`config.mk`:
```
export PLATFORM = sky130hd
export DESIGN_NAME = dbe_top
export DESIGN_NICKNAME = d
export VERILOG_FILES = /design/src/hdl/dbe_pkg.sv /design/src/hdl/dbe_top.sv
export SDC_FILE = /design/constraint.sdc
export NUM_CORES = 2
export LEC_CHECK = 0
export BUFFER_PORTS_ARGS = -buffer_cell sky130_fd_sc_hd__buf_2
export CAP_MARGIN = 40
export CORE_ASPECT_RATIO = 1.75
export CORE_MARGIN = 2
export CORE_UTILIZATION = 30
export CTS_CLUSTER_SIZE = 8
export DETAILED_ROUTE_END_ITERATION = 8
export GPL_TIMING_DRIVEN = 1
export SYNTH_ARGS = -nofsm -noshare
export SYNTH_HDL_FRONTEND = slang
export SYNTH_SLANG_ARGS = --single-unit
```
`constraint.sdc`:
```
create_clock -name clk -period 10.3 [get_ports clk]
set_clock_uncertainty 0.15 [all_clocks]
set_input_delay 0.515 -clock clk [delete_from_list [all_inputs] [get_ports clk]]
set_output_delay 0.515 -clock clk [all_outputs]
set_load 0.01 [all_outputs]
```
`src/hdl/dbe_pkg.sv`:
```
// How it works
// RL1: address compare ignores a programmable count of low address bits.
// RL2: with data compare on, masked data must equal the compare value.
// RL3: compare value and mask are 8 bits for byte, 16 for word events.
// RL4: a zero data mask disables the data compare.
// RL5: data compare with no mask given compares every bit.
// RL6: size qualifier byte, word or any; other sizes do not match.
// RL7: software programs an even address when choosing word size.
// RL8: direction qualifier read, write or either; only that direction matches.
// RL9: break select none or event; event halts execution.
// RL10: halt on buffer full, usable alongside event break.
// RL11: trace starts at program run or at the event.
// RL12: stop-at-halt ends recording when execution halts.
// RL13: stop-on-full ends recording when the buffer fills.
// RL14: stop-on-event ends recording when the event occurs.
// RL15: full branch option stores source and target addresses.
// RL16: source-only option stores the source address only.
// RL17: data records hold direction, address, value; branch records tag, address.
// RL18: trace mode picks branch or data recording, one per run.
package dbe_pkg;
   // ==========================================================
   // register map
   localparam logic [7:0] DBE_OFS_CTRL  = 8'h00;
   localparam logic [7:0] DBE_OFS_ADDR  = 8'h04;
   localparam logic [7:0] DBE_OFS_DATA  = 8'h08;
   localparam logic [7:0] DBE_OFS_STAT  = 8'h0C;
   localparam logic [7:0] DBE_OFS_MASK  = 8'h10;
   localparam logic [7:0] DBE_OFS_TRPTR = 8'h14;
   localparam logic [7:0] DBE_OFS_TRRD  = 8'h18;
   // ctrl fields
   localparam int DBE_CB_AMASK  = 0;  // 5 bits
   localparam int DBE_CB_SIZE   = 5;  // 2 bits
   localparam int DBE_CB_DIR    = 7;  // 2 bits
   localparam int DBE_CB_DEN    = 9;
   localparam int DBE_CB_MGIVEN = 10;
   localparam int DBE_CB_BRK    = 11;
   localparam int DBE_CB_HFULL  = 12;
   localparam int DBE_CB_START  = 13;
   localparam int DBE_CB_STOPH  = 14;
   localparam int DBE_CB_STOPF  = 15;
   localparam int DBE_CB_STOPE  = 16;
   localparam int DBE_CB_MODE   = 17;
   localparam int DBE_CB_SRCO   = 18;
   localparam int DBE_CB_ARM    = 19;
   // status bits
   localparam int DBE_ST_EVT  = 0;
   localparam int DBE_ST_HALT = 1;
   localparam int DBE_ST_FULL = 2;
   localparam int DBE_ST_STOP = 3;
   localparam logic [31:0] DBE_CTRL_RST = 32'h0;
   // size / direction codes
   localparam logic [1:0] DBE_SZ_ANY  = 2'h0;
   localparam logic [1:0] DBE_SZ_BYTE = 2'h1;
   localparam logic [1:0] DBE_SZ_WORD = 2'h2;
   localparam logic [1:0] DBE_DIR_RW  = 2'h0;
   localparam logic [1:0] DBE_DIR_RD  = 2'h1;
   localparam logic [1:0] DBE_DIR_WR  = 2'h2;
   // record tags
   localparam logic [1:0] DBE_TAG_SRC = 2'h0;
   localparam logic [1:0] DBE_TAG_DST = 2'h1;
   localparam logic [1:0] DBE_TAG_RD  = 2'h2;
   localparam logic [1:0] DBE_TAG_WR  = 2'h3;

   // core bus observation and register bus request
   typedef struct packed {
      logic        valid;
      logic        write;
      logic        word;
      logic [19:0] addr;
      logic [15:0] data;
   } dbe_acc_t;

   typedef struct packed {
      logic        valid;
      logic [19:0] src;
      logic [19:0] dst;
   } dbe_br_t;

   typedef struct packed {
      logic        cyc;
      logic        stb;
      logic        we;
      logic [3:0]  sel;
      logic [7:0]  adr;
      logic [31:0] dat;
   } dbe_wbm_t;
endpackage : dbe_pkg

```
`src/hdl/dbe_top.sv`:
```
`timescale 1ns/1ps
`default_nettype none
module dbe_top #(
   parameter int DEPTH = 64
) (
   input  wire logic          clk,      // 10 MHz
   input  wire logic          rst,      // async, high
   input  wire dbe_pkg::dbe_wbm_t wb_i, // wishbone request
   output logic [31:0]        wb_dat_o, // read data
   output logic               wb_ack_o, // ack
   input  wire dbe_pkg::dbe_acc_t acc_i, // core data access
   input  wire dbe_pkg::dbe_br_t  br_i,  // core branch
   input  wire logic          run_i,    // program running
   output logic               halt_o,   // halt request
   output logic               irq_o     // level interrupt
);
   import dbe_pkg::*;
   localparam int AW = $clog2(DEPTH);

   typedef enum logic [1:0] {T_IDLE, T_REC, T_DST, T_DONE} dbe_tst_t;

   typedef struct packed {
      logic [31:0] ctrl;
      logic [19:0] addr;
      logic [31:0] data;   // [15:0] compare, [31:16] mask
      logic [3:0]  stat;
      logic [3:0]  mask;
      logic        ack;
      logic [31:0] rdat;
      logic        halt;
      logic        run;
      dbe_tst_t    ts;
      logic [AW:0] cnt;
      logic [AW-1:0] rptr;
      logic [19:0] pend;
   } dbe_st_t;

   dbe_st_t q, d;
   logic [37:0] mem [DEPTH];
   logic        we_m;
   logic [37:0] wdat_m;
   logic [AW-1:0] wadr_m;
   logic        hit, hit_a, hit_d, hit_s, hit_r, full, started;
   logic        fill;
   logic [19:0] amsk;
   logic [15:0] cmp_m;
   logic [4:0]  ab;
   logic [1:0]  sz, dr;
   logic        wb_go, wb_wr;

   // ==========================================================
   // event compare
   always_comb begin
      ab = q.ctrl[DBE_CB_AMASK +: 5];
      sz = q.ctrl[DBE_CB_SIZE +: 2];
      dr = q.ctrl[DBE_CB_DIR +: 2];
      amsk = 20'hFFFFF << ab;
      hit_a = ((acc_i.addr ^ q.addr) & amsk) == 20'h0;             // RL1
      // no mask given means all bits; byte events look at low byte only
      cmp_m = q.ctrl[DBE_CB_MGIVEN] ? q.data[31:16] : 16'hFFFF;    // RL5
      if (sz == DBE_SZ_BYTE) cmp_m = {8'h00, cmp_m[7:0]};          // RL3
      hit_d = !q.ctrl[DBE_CB_DEN] || (cmp_m == 16'h0000)           // RL4
              || (((acc_i.data ^ q.data[15:0]) & cmp_m) == 16'h0); // RL2
      case (sz)                                                     // RL6
         DBE_SZ_BYTE: hit_s = !acc_i.word;
         DBE_SZ_WORD: hit_s = acc_i.word;
         default:     hit_s = 1'b1;
      endcase
      case (dr)                                                     // RL8
         DBE_DIR_RD: hit_r = !acc_i.write;
         DBE_DIR_WR: hit_r = acc_i.write;
         default:    hit_r = 1'b1;
      endcase
      hit = q.ctrl[DBE_CB_ARM] && acc_i.valid && hit_a && hit_d
            && hit_s && hit_r;
   end

   assign full    = q.cnt == (AW+1)'(DEPTH);
   assign started = run_i && !q.run;
   assign wb_go   = wb_i.cyc && wb_i.stb && !q.ack;
   assign wb_wr   = wb_go && wb_i.we;

   // ==========================================================
   // next state
   always_comb begin
      d = q;
      we_m = 1'b0;
      wdat_m = 38'h0;
      wadr_m = q.cnt[AW-1:0];
      d.ack = wb_go;
      d.run = run_i;
      d.halt = q.halt && run_i;
      // status read clears first, so a set in the same cycle still lands
      if (wb_go && !wb_i.we && wb_i.adr == DBE_OFS_STAT)
         d.stat = 4'h0;
      if (hit) d.stat[DBE_ST_EVT] = 1'b1;
      // trace recording
      case (q.ts)
         T_IDLE: begin
            if ((q.ctrl[DBE_CB_START] ? hit : started)                // RL11
                && q.ctrl[DBE_CB_ARM])
               d.ts = T_REC;
         end
         T_REC, T_DST: begin
            if (q.ts == T_DST && !full) begin                        // RL15
               we_m = 1'b1;
               wdat_m = {DBE_TAG_DST, 16'h0, q.pend};
               d.cnt = q.cnt + 1'b1;
               d.ts = T_REC;
            end else if (q.ctrl[DBE_CB_MODE]) begin                  // RL18
               if (hit && !full) begin                               // RL17
                  we_m = 1'b1;
                  wdat_m = {acc_i.write ? DBE_TAG_WR : DBE_TAG_RD,
                            acc_i.data, acc_i.addr};
                  d.cnt = q.cnt + 1'b1;
               end
            end else if (br_i.valid && !full) begin                  // RL17
               we_m = 1'b1;
               wdat_m = {DBE_TAG_SRC, 16'h0, br_i.src};
               d.cnt = q.cnt + 1'b1;
               d.pend = br_i.dst;
               if (!q.ctrl[DBE_CB_SRCO]) d.ts = T_DST;               // RL16
            end
            if ((q.ctrl[DBE_CB_STOPH] && q.run && !run_i)            // RL12
                || (q.ctrl[DBE_CB_STOPF] && full)                    // RL13
                || (q.ctrl[DBE_CB_STOPE] && hit)) begin              // RL14
               d.ts = T_DONE;
               d.stat[DBE_ST_STOP] = 1'b1;
            end
         end
         T_DONE: ;
         default: d.ts = T_IDLE;
      endcase
      // fill pulses once; a status read must not re-arm the full halt
      fill = we_m && (q.cnt == (AW+1)'(DEPTH - 1));
      if (full) d.stat[DBE_ST_FULL] = 1'b1;
      if ((q.ctrl[DBE_CB_BRK] && hit)                                // RL9
          || (q.ctrl[DBE_CB_HFULL] && fill)) begin
         d.halt = 1'b1;                                              // RL10
         d.stat[DBE_ST_HALT] = 1'b1;
      end
      // register bus
      if (wb_go) begin
         case (wb_i.adr)
            DBE_OFS_CTRL:  d.rdat = q.ctrl;
            DBE_OFS_ADDR:  d.rdat = {12'h0, q.addr};
            DBE_OFS_DATA:  d.rdat = q.data;
            DBE_OFS_STAT:  d.rdat = {28'h0, q.stat};
            DBE_OFS_MASK:  d.rdat = {28'h0, q.mask};
            DBE_OFS_TRPTR: d.rdat = {16'h0, 8'(q.cnt), 8'(q.rptr)};
            DBE_OFS_TRRD:  d.rdat = {26'h0, mem[q.rptr][37:32]};
            default:       d.rdat = 32'h0;
         endcase
         if (wb_i.adr == DBE_OFS_TRRD && !wb_i.we) d.rdat = {
            mem[q.rptr][37:36], 10'h0, mem[q.rptr][19:0]};
      end
      if (wb_wr) begin
         case (wb_i.adr)
            DBE_OFS_CTRL: begin
               d.ctrl = wb_i.dat;
               // rewriting ctrl starts a fresh measurement
               d.ts = T_IDLE;
               d.cnt = '0;
               d.rptr = '0;
            end
            DBE_OFS_ADDR:  d.addr = wb_i.dat[19:0];                  // RL7
            DBE_OFS_DATA:  d.data = wb_i.dat;
            DBE_OFS_MASK:  d.mask = wb_i.dat[3:0];
            DBE_OFS_TRPTR: d.rptr = wb_i.dat[AW-1:0];
            default: ;
         endcase
      end
      if (wb_go && !wb_i.we && wb_i.adr == DBE_OFS_TRRD)
         d.rptr = q.rptr + 1'b1;
   end

   // ==========================================================
   // registers
   always_ff @(posedge clk or posedge rst) begin
      if (rst) begin
         q <= '0;
      end else begin
         q <= d;
      end
   end

   always_ff @(posedge clk) begin
      if (we_m) mem[wadr_m] <= wdat_m;
   end

   assign wb_ack_o = q.ack;
   assign wb_dat_o = q.rdat;
   assign halt_o   = q.halt;
   assign irq_o    = |(q.stat & q.mask);

   // ==========================================================
   // checks
   chk_byte_cmp: assert property (@(posedge clk) disable iff (rst)
      (q.ctrl[DBE_CB_SIZE +: 2] == DBE_SZ_BYTE && acc_i.word) |-> !hit)
      else $error("byte event hit on word access"); // RL6
   chk_dir_qual: assert property (@(posedge clk) disable iff (rst)
      (q.ctrl[DBE_CB_DIR +: 2] == DBE_DIR_RD && acc_i.write) |-> !hit)
      else $error("read event hit on write"); // RL8
   chk_break_event: assert property (@(posedge clk) disable iff (rst)
      (hit && q.ctrl[DBE_CB_BRK]) |=> halt_o)
      else $error("event break missing"); // RL9
   chk_no_break: assert property (@(posedge clk) disable iff (rst)
      (!q.ctrl[DBE_CB_BRK] && !q.ctrl[DBE_CB_HFULL] && !halt_o) |=> !halt_o)
      else $error("halt without cause"); // RL10
   chk_stop_event: assert property (@(posedge clk) disable iff (rst)
      (q.ts == T_REC && q.ctrl[DBE_CB_STOPE] && hit && !wb_wr)
      |=> q.ts == T_DONE)
      else $error("stop on event missed"); // RL14
   chk_full_stop: assert property (@(posedge clk) disable iff (rst)
      (full && q.ts == T_REC && q.ctrl[DBE_CB_STOPF] && !wb_wr)
      |=> q.ts == T_DONE)
      else $error("stop on full missed"); // RL13
   chk_src_only: assert property (@(posedge clk) disable iff (rst)
      (q.ctrl[DBE_CB_SRCO] && !wb_wr) |=> q.ts != T_DST)
      else $error("target stored in source-only"); // RL16
   chk_zero_mask: assert property (@(posedge clk) disable iff (rst) // RL4
      (q.ctrl[DBE_CB_ARM] && acc_i.valid && hit_a && hit_s && hit_r
       && cmp_m == 16'h0) |-> hit)
      else $error("zero mask still compares");

   // ==========================================================
   // event compare checks
   chk_size_word: assert property (@(posedge clk) disable iff (rst) // RL6
      (sz == DBE_SZ_WORD && !acc_i.word) |-> !hit)
      else $error("word event hit on byte access");

   chk_dir_write: assert property (@(posedge clk) disable iff (rst) // RL8
      (dr == DBE_DIR_WR && !acc_i.write) |-> !hit)
      else $error("write event hit on read");

   chk_addr_match: assert property (@(posedge clk) disable iff (rst) // RL1
      hit |-> (((acc_i.addr ^ q.addr) & (20'hFFFFF << ab)) == 20'h0))
      else $error("event hit on foreign address");

   chk_addr_ignore: assert property (@(posedge clk) disable iff (rst) // RL1
      (q.ctrl[DBE_CB_ARM] && acc_i.valid && ab >= 5'd20
       && hit_d && hit_s && hit_r) |-> hit)
      else $error("fully ignored address still compares");

   chk_data_match: assert property (@(posedge clk) disable iff (rst) // RL2
      (hit && q.ctrl[DBE_CB_DEN] && cmp_m != 16'h0)
      |-> ((acc_i.data & cmp_m) == (q.data[15:0] & cmp_m)))
      else $error("event hit on wrong data");

   chk_byte_width: assert property (@(posedge clk) disable iff (rst) // RL3
      (sz == DBE_SZ_BYTE) |-> (cmp_m[15:8] == 8'h00))
      else $error("byte event compares high byte");

   chk_word_width: assert property (@(posedge clk) disable iff (rst) // RL3
      (sz == DBE_SZ_WORD && q.ctrl[DBE_CB_MGIVEN])
      |-> (cmp_m == q.data[31:16]))
      else $error("word event mask cut");

   chk_all_bits: assert property (@(posedge clk) disable iff (rst) // RL5
      (!q.ctrl[DBE_CB_MGIVEN] && sz != DBE_SZ_BYTE)
      |-> (cmp_m == 16'hFFFF))
      else $error("missing mask does not compare all bits");

   chk_no_valid: assert property (@(posedge clk) disable iff (rst) // RL1
      !acc_i.valid |-> !hit)
      else $error("event without access");

   chk_disarmed: assert property (@(posedge clk) disable iff (rst) // RL1
      !q.ctrl[DBE_CB_ARM] |-> !hit)
      else $error("event while disarmed");

   chk_event_flag: assert property (@(posedge clk) disable iff (rst) // RL1
      hit |=> q.stat[DBE_ST_EVT])
      else $error("event flag lost");

   // ==========================================================
   // break checks
   chk_halt_flag: assert property (@(posedge clk) disable iff (rst) // RL9
      (hit && q.ctrl[DBE_CB_BRK]) |=> q.stat[DBE_ST_HALT])
      else $error("halt flag lost");

   chk_full_halt: assert property (@(posedge clk) disable iff (rst) // RL10
      (q.ctrl[DBE_CB_HFULL] && fill) |=> halt_o)
      else $error("halt on full missing");

   chk_both_break: assert property (@(posedge clk) disable iff (rst) // RL10
      (q.ctrl[DBE_CB_HFULL] && q.ctrl[DBE_CB_BRK] && hit) |=> halt_o)
      else $error("event break lost with full break");

   chk_halt_hold: assert property (@(posedge clk) disable iff (rst) // RL9
      (halt_o && run_i) |=> halt_o)
      else $error("halt dropped while running");

   chk_halt_drop: assert property (@(posedge clk) disable iff (rst) // RL9
      (halt_o && !run_i && !(q.ctrl[DBE_CB_BRK] && hit)
       && !(q.ctrl[DBE_CB_HFULL] && fill)) |=> !halt_o)
      else $error("halt kept after stop");

   // ==========================================================
   // trace checks
   chk_start_event: assert property (@(posedge clk) disable iff (rst) // RL11
      (q.ts == T_IDLE && q.ctrl[DBE_CB_ARM] && q.ctrl[DBE_CB_START]
       && hit && !wb_wr) |=> q.ts == T_REC)
      else $error("start on event missed");

   chk_start_run: assert property (@(posedge clk) disable iff (rst) // RL11
      (q.ts == T_IDLE && q.ctrl[DBE_CB_ARM] && !q.ctrl[DBE_CB_START]
       && started && !wb_wr) |=> q.ts == T_REC)
      else $error("start on run missed");

   chk_idle_quiet: assert property (@(posedge clk) disable iff (rst) // RL11
      (q.ts == T_IDLE || q.ts == T_DONE) |-> !we_m)
      else $error("record outside measurement");

   chk_halt_stop: assert property (@(posedge clk) disable iff (rst) // RL12
      (q.ts == T_REC && q.ctrl[DBE_CB_STOPH] && q.run && !run_i
       && !wb_wr) |=> q.ts == T_DONE)
      else $error("stop at halt missed");

   chk_no_overfill: assert property (@(posedge clk) disable iff (rst) // RL13
      full |-> !we_m)
      else $error("record written into full buffer");

   chk_full_flag: assert property (@(posedge clk) disable iff (rst) // RL13
      full |=> q.stat[DBE_ST_FULL])
      else $error("full flag lost");

   chk_stop_flag: assert property (@(posedge clk) disable iff (rst) // RL14
      (q.ts != T_DONE ##1 q.ts == T_DONE) |-> q.stat[DBE_ST_STOP])
      else $error("stop flag lost");

   chk_dst_store: assert property (@(posedge clk) disable iff (rst) // RL15
      (q.ts == T_DST && !full) |-> (we_m
       && wdat_m[37:36] == DBE_TAG_DST && wdat_m[19:0] == q.pend))
      else $error("target record missing");

   chk_src_store: assert property (@(posedge clk) disable iff (rst) // RL16
      (q.ts == T_REC && !q.ctrl[DBE_CB_MODE] && br_i.valid && !full)
      |-> (we_m && wdat_m[19:0] == br_i.src))
      else $error("source record missing");

   chk_data_rec: assert property (@(posedge clk) disable iff (rst) // RL17
      (q.ts == T_REC && q.ctrl[DBE_CB_MODE] && hit && !full)
      |-> (we_m && wdat_m[35:0] == {acc_i.data, acc_i.addr}))
      else $error("data record content wrong");

   chk_data_tag: assert property (@(posedge clk) disable iff (rst) // RL17
      (q.ts == T_REC && q.ctrl[DBE_CB_MODE] && hit && !full)
      |-> (wdat_m[37:36] == (acc_i.write ? DBE_TAG_WR : DBE_TAG_RD)))
      else $error("data record direction wrong");

   chk_mode_data: assert property (@(posedge clk) disable iff (rst) // RL18
      (q.ts == T_REC && q.ctrl[DBE_CB_MODE] && we_m) |-> wdat_m[37])
      else $error("branch record in data mode");

   chk_mode_branch: assert property (@(posedge clk) disable iff (rst) // RL18
      (q.ts != T_IDLE && !q.ctrl[DBE_CB_MODE] && we_m) |-> !wdat_m[37])
      else $error("data record in branch mode");

   chk_ctrl_clear: assert property (@(posedge clk) disable iff (rst) // RL18
      (wb_wr && wb_i.adr == DBE_OFS_CTRL)
      |=> (q.ts == T_IDLE && q.cnt == '0))
      else $error("control write kept old trace");

   // ==========================================================
   // register bus and interrupt checks
   chk_ack_answer: assert property (@(posedge clk) disable iff (rst)
      wb_go |=> wb_ack_o)
      else $error("request not acknowledged");

   chk_ack_once: assert property (@(posedge clk) disable iff (rst)
      wb_ack_o |=> !wb_ack_o)
      else $error("acknowledge longer than one cycle");

   chk_irq_off: assert property (@(posedge clk) disable iff (rst)
      (q.mask == 4'h0) |-> !irq_o)
      else $error("interrupt with all sources masked");
endmodule : dbe_top
`default_nettype wire

```
; Word-level counts from Yosys, hierarchy flattened
; Memories as Yosys holds them, arrays and structs flattened.
; Cells that the tools add are included.
[totals]
ff_bits = 162
latch_bits = 0
ram_bits = 2432
mem_bits_ro = 0
inputBits = 130
out_inout_bits = 35
wordCells = 138
memories = 1
[op_classes]
n_addsub = 2
n_mul = 0
n_div = 0
n_lt_le_gt_ge = 0
eq_ne = 14
shifts = 1
mux = 41
n_bitwise = 7
reduce_logical = 56
[mem_list]
columns = memory, words, word_bits, read_ports, rd_clocked_by_memory_dff, wr, line
row1 = mem, 64, 38, 1, 0, 1, dbe_top.sv:39  ; logic [37:0] mem [DEPTH];
[ops]
columns = operator, n
row1 = case mux 32 bit (7 select lines), 1
row2 = 2-to-1 mux 38 bit, 4
row3 = logical NOT 16 bit, 2
row4 = 2-to-1 mux 16 bit, 2
row5 = 2-to-1 mux 32 bit, 1
row6 = 2-to-1 mux 9 bit, 3
row7 = logical AND 1 bit, 25
row8 = "== test 8 x 5 -> 1 bit, second input constant", 3
row9 = 2-to-1 mux 7 bit, 3
row10 = bitwise AND 20 bit, 1
row11 = logical NOT 20 bit, 1
row12 = 2-to-1 mux 20 bit, 1
row13 = "<< shifter 20 x 5 -> 20 bit, first input constant", 1
row14 = bitwise XOR 20 bit, 1
row15 = bitwise AND 16 bit, 1
row16 = "== test 8 x 4 -> 1 bit, second input constant", 2
row17 = bitwise XOR 16 bit, 1
row18 = 2-to-1 mux 1 bit, 15
row19 = 2-to-1 mux 15 bit, 1
row20 = case mux 6 bit (2 select lines), 1
row21 = AND reduction 2 bit, 5
row22 = "== test 8 x 3 -> 1 bit, second input constant", 1
row23 = logical NOT 1 bit, 8
row24 = logical NOT 8 bit, 1
row25 = 20 further kinds, 36

; Longest topological paths before layout
[logic_depth]
word_depth = 17
mapped_depth = 12
ltp_nobuf = 10

; Least setup slack after synthesis
; Ideal clock, no wire load.
[synth_timing]
path_kind = register to register
from = register q[136] in the netlist's numbering
to = memory mem[0][32] (data pin)
setup_ps = 366
t_arrival_ps = 6607
slack_ps = 3177
path_stages_with_launch = 9
n_path_buf = 0
cell_sequence = dfrtp_1 > inv_1 > ha_1 > o32ai_1 > or4_4 > o31ai_4 > o211ai_2 > nor4_1 > and2_1
[synth_between]
elab_chain_cells = 13
word_cells_on_any_way = 17
[synth_lines]
columns = element, line
row1 = start: declaration, dbe_top.sv:38  ; dbe_st_t q, d;
row2 = start signal: assignment, dbe_top.sv:181  ; q <= '0;
row3 = start signal: assignment, dbe_top.sv:183  ; q <= d;
row4 = == test 2 x 1 -> 1 bit, "dbe_top.sv:61, dbe_top.sv:64"
row5 = 2-to-1 mux 16 bit, dbe_top.sv:61  ; if (sz == DBE_SZ_BYTE) cmp_m = {8'h00, cmp_m[7:0]};
row6 = bitwise AND 16 bit / logical NOT 16 bit (equally long branches), "dbe_top.sv:63, dbe_top.sv:62"
row7 = logical NOT 16 bit / logical OR 1 bit (equally long branches), "dbe_top.sv:63, dbe_top.sv:62"
row8 = logical OR 1 bit, dbe_top.sv:63  ; || (((acc_i.data ^ q.data[15:0]) & cmp_m) == 16'h0);
row9 = logical AND 1 bit, dbe_top.sv:74  ; hit = q.ctrl[DBE_CB_ARM] && acc_i.valid && hit_a && hit_d
row10 = logical AND 1 bit (*) (2 in a row), dbe_top.sv:75  ; && hit_s && hit_r;
row11 = logical AND 1 bit (*), dbe_top.sv:111  ; if (hit && !full) begin
row12 = 2-to-1 mux 38 bit (*), dbe_top.sv:111
row13 = 2-to-1 mux 38 bit (*), dbe_top.sv:110  ; end else if (q.ctrl[DBE_CB_MODE]) begin
row14 = 2-to-1 mux 38 bit (*), dbe_top.sv:105  ; if (q.ts == T_DST && !full) begin
row15 = 2-to-1 mux 38 bit (*), dbe_top.sv:98  ; case (q.ts)
row16 = named net wdat_m[32], dbe_top.sv:41  ; logic [37:0] wdat_m;
row17 = end: declaration, dbe_top.sv:39
; Mark *: on every way through the listed nets, which the timed path passes. The rest lies on a longest branch.

; Final worst setup path
[layout_timing]
from = register q[92] in the netlist's numbering
to = memory mem[37][0] (enable)
[layout_between]
elab_chain_cells = 14
[layout_lines]
columns = element, line
row1 = bitwise XOR 16 bit, dbe_top.sv:63
row2 = bitwise AND 16 bit, dbe_top.sv:63
row3 = logical NOT 16 bit, dbe_top.sv:63
row4 = logical OR 1 bit, dbe_top.sv:63
row5 = logical AND 1 bit, dbe_top.sv:74
row6 = logical AND 1 bit (2 in a row), dbe_top.sv:75
row7 = logical AND 1 bit, dbe_top.sv:111
row8 = 2-to-1 mux 1 bit, dbe_top.sv:111
row9 = 2-to-1 mux 1 bit, dbe_top.sv:110
row10 = 2-to-1 mux 1 bit, dbe_top.sv:105
row11 = 2-to-1 mux 1 bit, dbe_top.sv:98
row12 = 2-to-1 mux 1 bit, dbe_top.sv:188  ; if (we_m) mem[wadr_m] <= wdat_m;
row13 = 2-to-1 mux 1 bit (implied by the code), dbe_top.sv:188
; No other way between the ends.

==> results by group <==
Critical path
  – Startpoint Class: flip-flop
  – Crit Path Max Fanout: 16
  – CP bufs+invs: 1
  – Crit path launch: q[92]
  – Worst path required time: 10.59 ns
  – CP arrival: 5.47 ns
  – Flop2flop setup slack: 5.12 ns
  – CP endpoint kind: flip-flop
  – Worst-path cell chain: xnor2_1 -> o32ai_1 -> or4_4 -> o31ai_4 -> o211ai_2 -> o21ai_2 -> nand3_2 -> nor2_4 -> buf_4
  – Worst-case reg-to-reg path depth: 9
  – Cell depth of the worst setup path: 9
  – R2r startpoint: q[92]
  – Family with the most delay on the worst path: simple AND/OR/NAND/NOR gates
  – Critical path's slowest cell: nor2_4
  – RR Endpoint: mem[37][0]
  – Critical path class: flip-flop to flip-flop
  – End of the critical path: mem[37][0]
  – Largest stage delay, worst path: 0.74 ns

STA
  – Final worst setup slack: 5.12 ns
  – Minimum clock period: 5.18 ns
  – Rel. slew slack: 37.9%
  – RSZ-0062 raised after global routing: no
  – Final Cycle Share: 50.3%
  – Final hold violations: 0
  – Slew @ Worst Pin: 0.932 ns
  – Setup TNS: 0 ns
  – Finish-stage setup viols: 0
  – Pins over their slew limit: 0
  – Fmax: 0.193 GHz

Drt
  – DRC Markers: 0
  – Router iterations before antenna repair: 8
  – Vias per inst: 5.17
  – Wire per inst: 28.1 um
  – Drt total wl: 195 mm
  – DR iter-0 viols: 3382
  – DR vias: 36000
  – Antenna-violating nets left: 0

Die
  – Row cnt: 238
  – Core ar.: 0.240 mm2
  – Initial Utilization: 30.1%
  – Die area: 0.244 mm2
  – I/O pin cnt: 165
  – Die height: 653 um
  – Chip Width: 375 um

Hold path
  – Hold WC Path Type: input port to flip-flop

Logic synthesis
  – Syn Nets: 3517
  – Post-synth top flop: edfxtp_1
  – Post-synth EDFFs: 1664
  – Syn_area_per_cell: 21.4 um2
  – Synth async-reset ratio: 8.87%
  – Yosys cell types: 74
  – #FFs+latches synth: 1826
  – Sequential share of the synthesized area: 74.9%
  – YS warnings: 0
  – Synthesized instance count: 3377
  – Area of the mapped netlist: 0.0721 mm2

Clocking
  – Clock root buffer: clkbuf_16
  – Number of gates resized after cts: 0
  – H-tree depth: 5
  – Worst-case clock buffer depth: 4
  – Worst-skew pair later-pin latency: 0.81 ns
  – Sink Count: 1826
  – TritonCTS clock tree: built
  – Total CTS buffers: 270
  – Clock Pin Slew Worst Setup and Hold Paths: 0.06 ns
  – Post CTS Setup Buffer Count: 0
  – Post-CTS Hold Fix Bufs: 54

Place
  – Hpwl dp: 120 mm
  – Post-placement worst setup slack: 4.95 ns
  – Port Buffers: 160
  – Post-DP Area: 0.0779 mm2
  – GPL Wtd Cong: 0.910

GRT
  – Grt total ovfl: 0
  – Initial antenna violation count: 4
  – Vias in the first global route: 38500
  – GRT Total Usage: 15.8%
  – Pin count of the biggest net entering global routing: 125
  – First-pass GRT wire length: 280 mm

Run status
  – Outcome: finished clean

Power and ir drop
  – PD cells: 222 mW/mm2
  – Share of power burned in the clock network: 40.8%
  – Leakage: 28.1 nW
  – Combinational power share: 10.8%
  – Psw: 4.71 mW
  – Register share of total power: 48.5%
  – Max VDD drop: 179 uV
  – Int Power: 14.3 mW
  – Switching Share: 24.7%

Finish
  – Commonest non-fill, non-tap cells in the layout: 1664 x edfxtp_1, 523 x mux4_2, 276 x clkbuf_16
  – Layout cells sized above 1: 34.1%
  – Fin area: 0.0856 mm2
  – Area grow syn2layout: 18.8%
  – Net count, final: 3923
  – Commonest non-fill, non-tap cell in the layout: edfxtp_1

Flow run
  – Max Cap Violations: 0
## flip-flops by register name, summed over array words and instances, names as in the netlist
| register | flops |
|---|---|
| wb_dat_o | 32 |
| dr | 2 |
| halt_o | 1 |
| q | 121 |
| ab | 5 |
| mem | 1664 |
| wb_ack_o | 1 |
## kinds of logic (layout without fill, tap and decap cells)
group	Yosys count	in the layout	share of synthesized area, %
adders and majority gates	10	10	0.174
AOI/OAI and AO/OA	235	235	2.36
buffers and inverters	237	689	1.67
DFF	1826	1826	74.9
muxes	630	630	18.0
other	0	5	0
and+or+nand+nor	403	403	2.48
xor gates and xnor gates	36	36	0.437
## through the flow
step                total power [mW]  std cells  hold WS (ns)  utilization, %
floorplan                       10.4       3377         0.296               -
global placement                11.3       6548         0.312            32.2
detailed placement              11.4       6577         0.314            32.5
CTS                             19.2       6949        0.0499            35.7
global route                    19.6       6954         0.105            35.7
finish                          19.0       6954         0.106            35.7
## layer usage
layer	up-vias	GRT usage [%]	wire length, um	share of wire (%)
met4	2	8.56	11000	5.6
met2	1512	29.9	108000	55
met3	422	2.14	10900	5.6
met5	-	0	13	0.0067
met1	19200	16.9	65700	34
li1	14800	-	-	-
## synthesized netlist by cell type, drive strengths merged (6+ instances only)
library cell  number  area share, %
mux2i             26           0.36
nor3              30           0.21
nand2b             8          0.069
a221oi            28           0.34
xnor2             23           0.28
dfrtp            162            5.6
nand3             28           0.21
a31oi              8          0.069
nor4               7          0.061
xor2              13           0.16
nor2             124           0.65
edfxtp          1664             69
inv               18          0.094
nor2b             14           0.12
nand2            154           0.80
buf              131            1.1
ha                10           0.17
o21ai             35           0.25
a21o               6          0.062
or3                6          0.052
mux2              81            1.3
a221o             11           0.15
a211oi             6          0.062
mux4             523             16
a21oi             46           0.32
clkbuf            87           0.45
o22ai              7          0.061
and2              10          0.087
a22oi             42           0.44
## worst register-to-register path, stage by stage (launching register included)
cell	delay (ns)
dfrtp_1	0.44
xnor2_1	0.43
o32ai_1	0.16
or4_4	0.54
o31ai_4	0.34
o211ai_2	0.26
o21ai_2	0.62
nand3_2	0.68
nor2_4	0.75
buf_4	0.42
## power groups by stage
stage	logic [mW]	clock network, mW	registers (mW)
floorplan	1.00	0	9.38
global route	2.18	8.16	9.24
global placement	1.93	0	9.35
detailed placement	2.05	0	9.36
CTS	2.06	7.90	9.23
finish	2.05	7.77	9.23
## worst min-delay path by stage
stage | from | to | slack (ns) | cells past startpoint
finish | wb_i[44] | ab[3] | 0.11 | 4
global route | wb_i[44] | ab[3] | 0.11 | 4
CTS | wb_i[44] | ab[3] | 0.05 | 4
detailed placement | q[154] | q[154] | 0.31 | 2
global placement | wb_dat_o[29] | wb_dat_o[29] | 0.31 | 2
floorplan | q[160] | q[160] | 0.30 | 2
## area by class of cell
| class | count | area (um2) |
|---|---|---|
| fill | 21800 | 154000 |
| sequential | 1826 | 54000 |
| multi-input combinational | 1314 | 17500 |
| clock buffer | 303 | 7010 |
| tap | 3120 | 3900 |
| timing repair buffer | 352 | 2950 |
| clock inverter | 15 | 165 |
| inverter | 19 | 76.3 |
| antenna | 5 | 12.5 |
(Power assumes the default switching activity.)
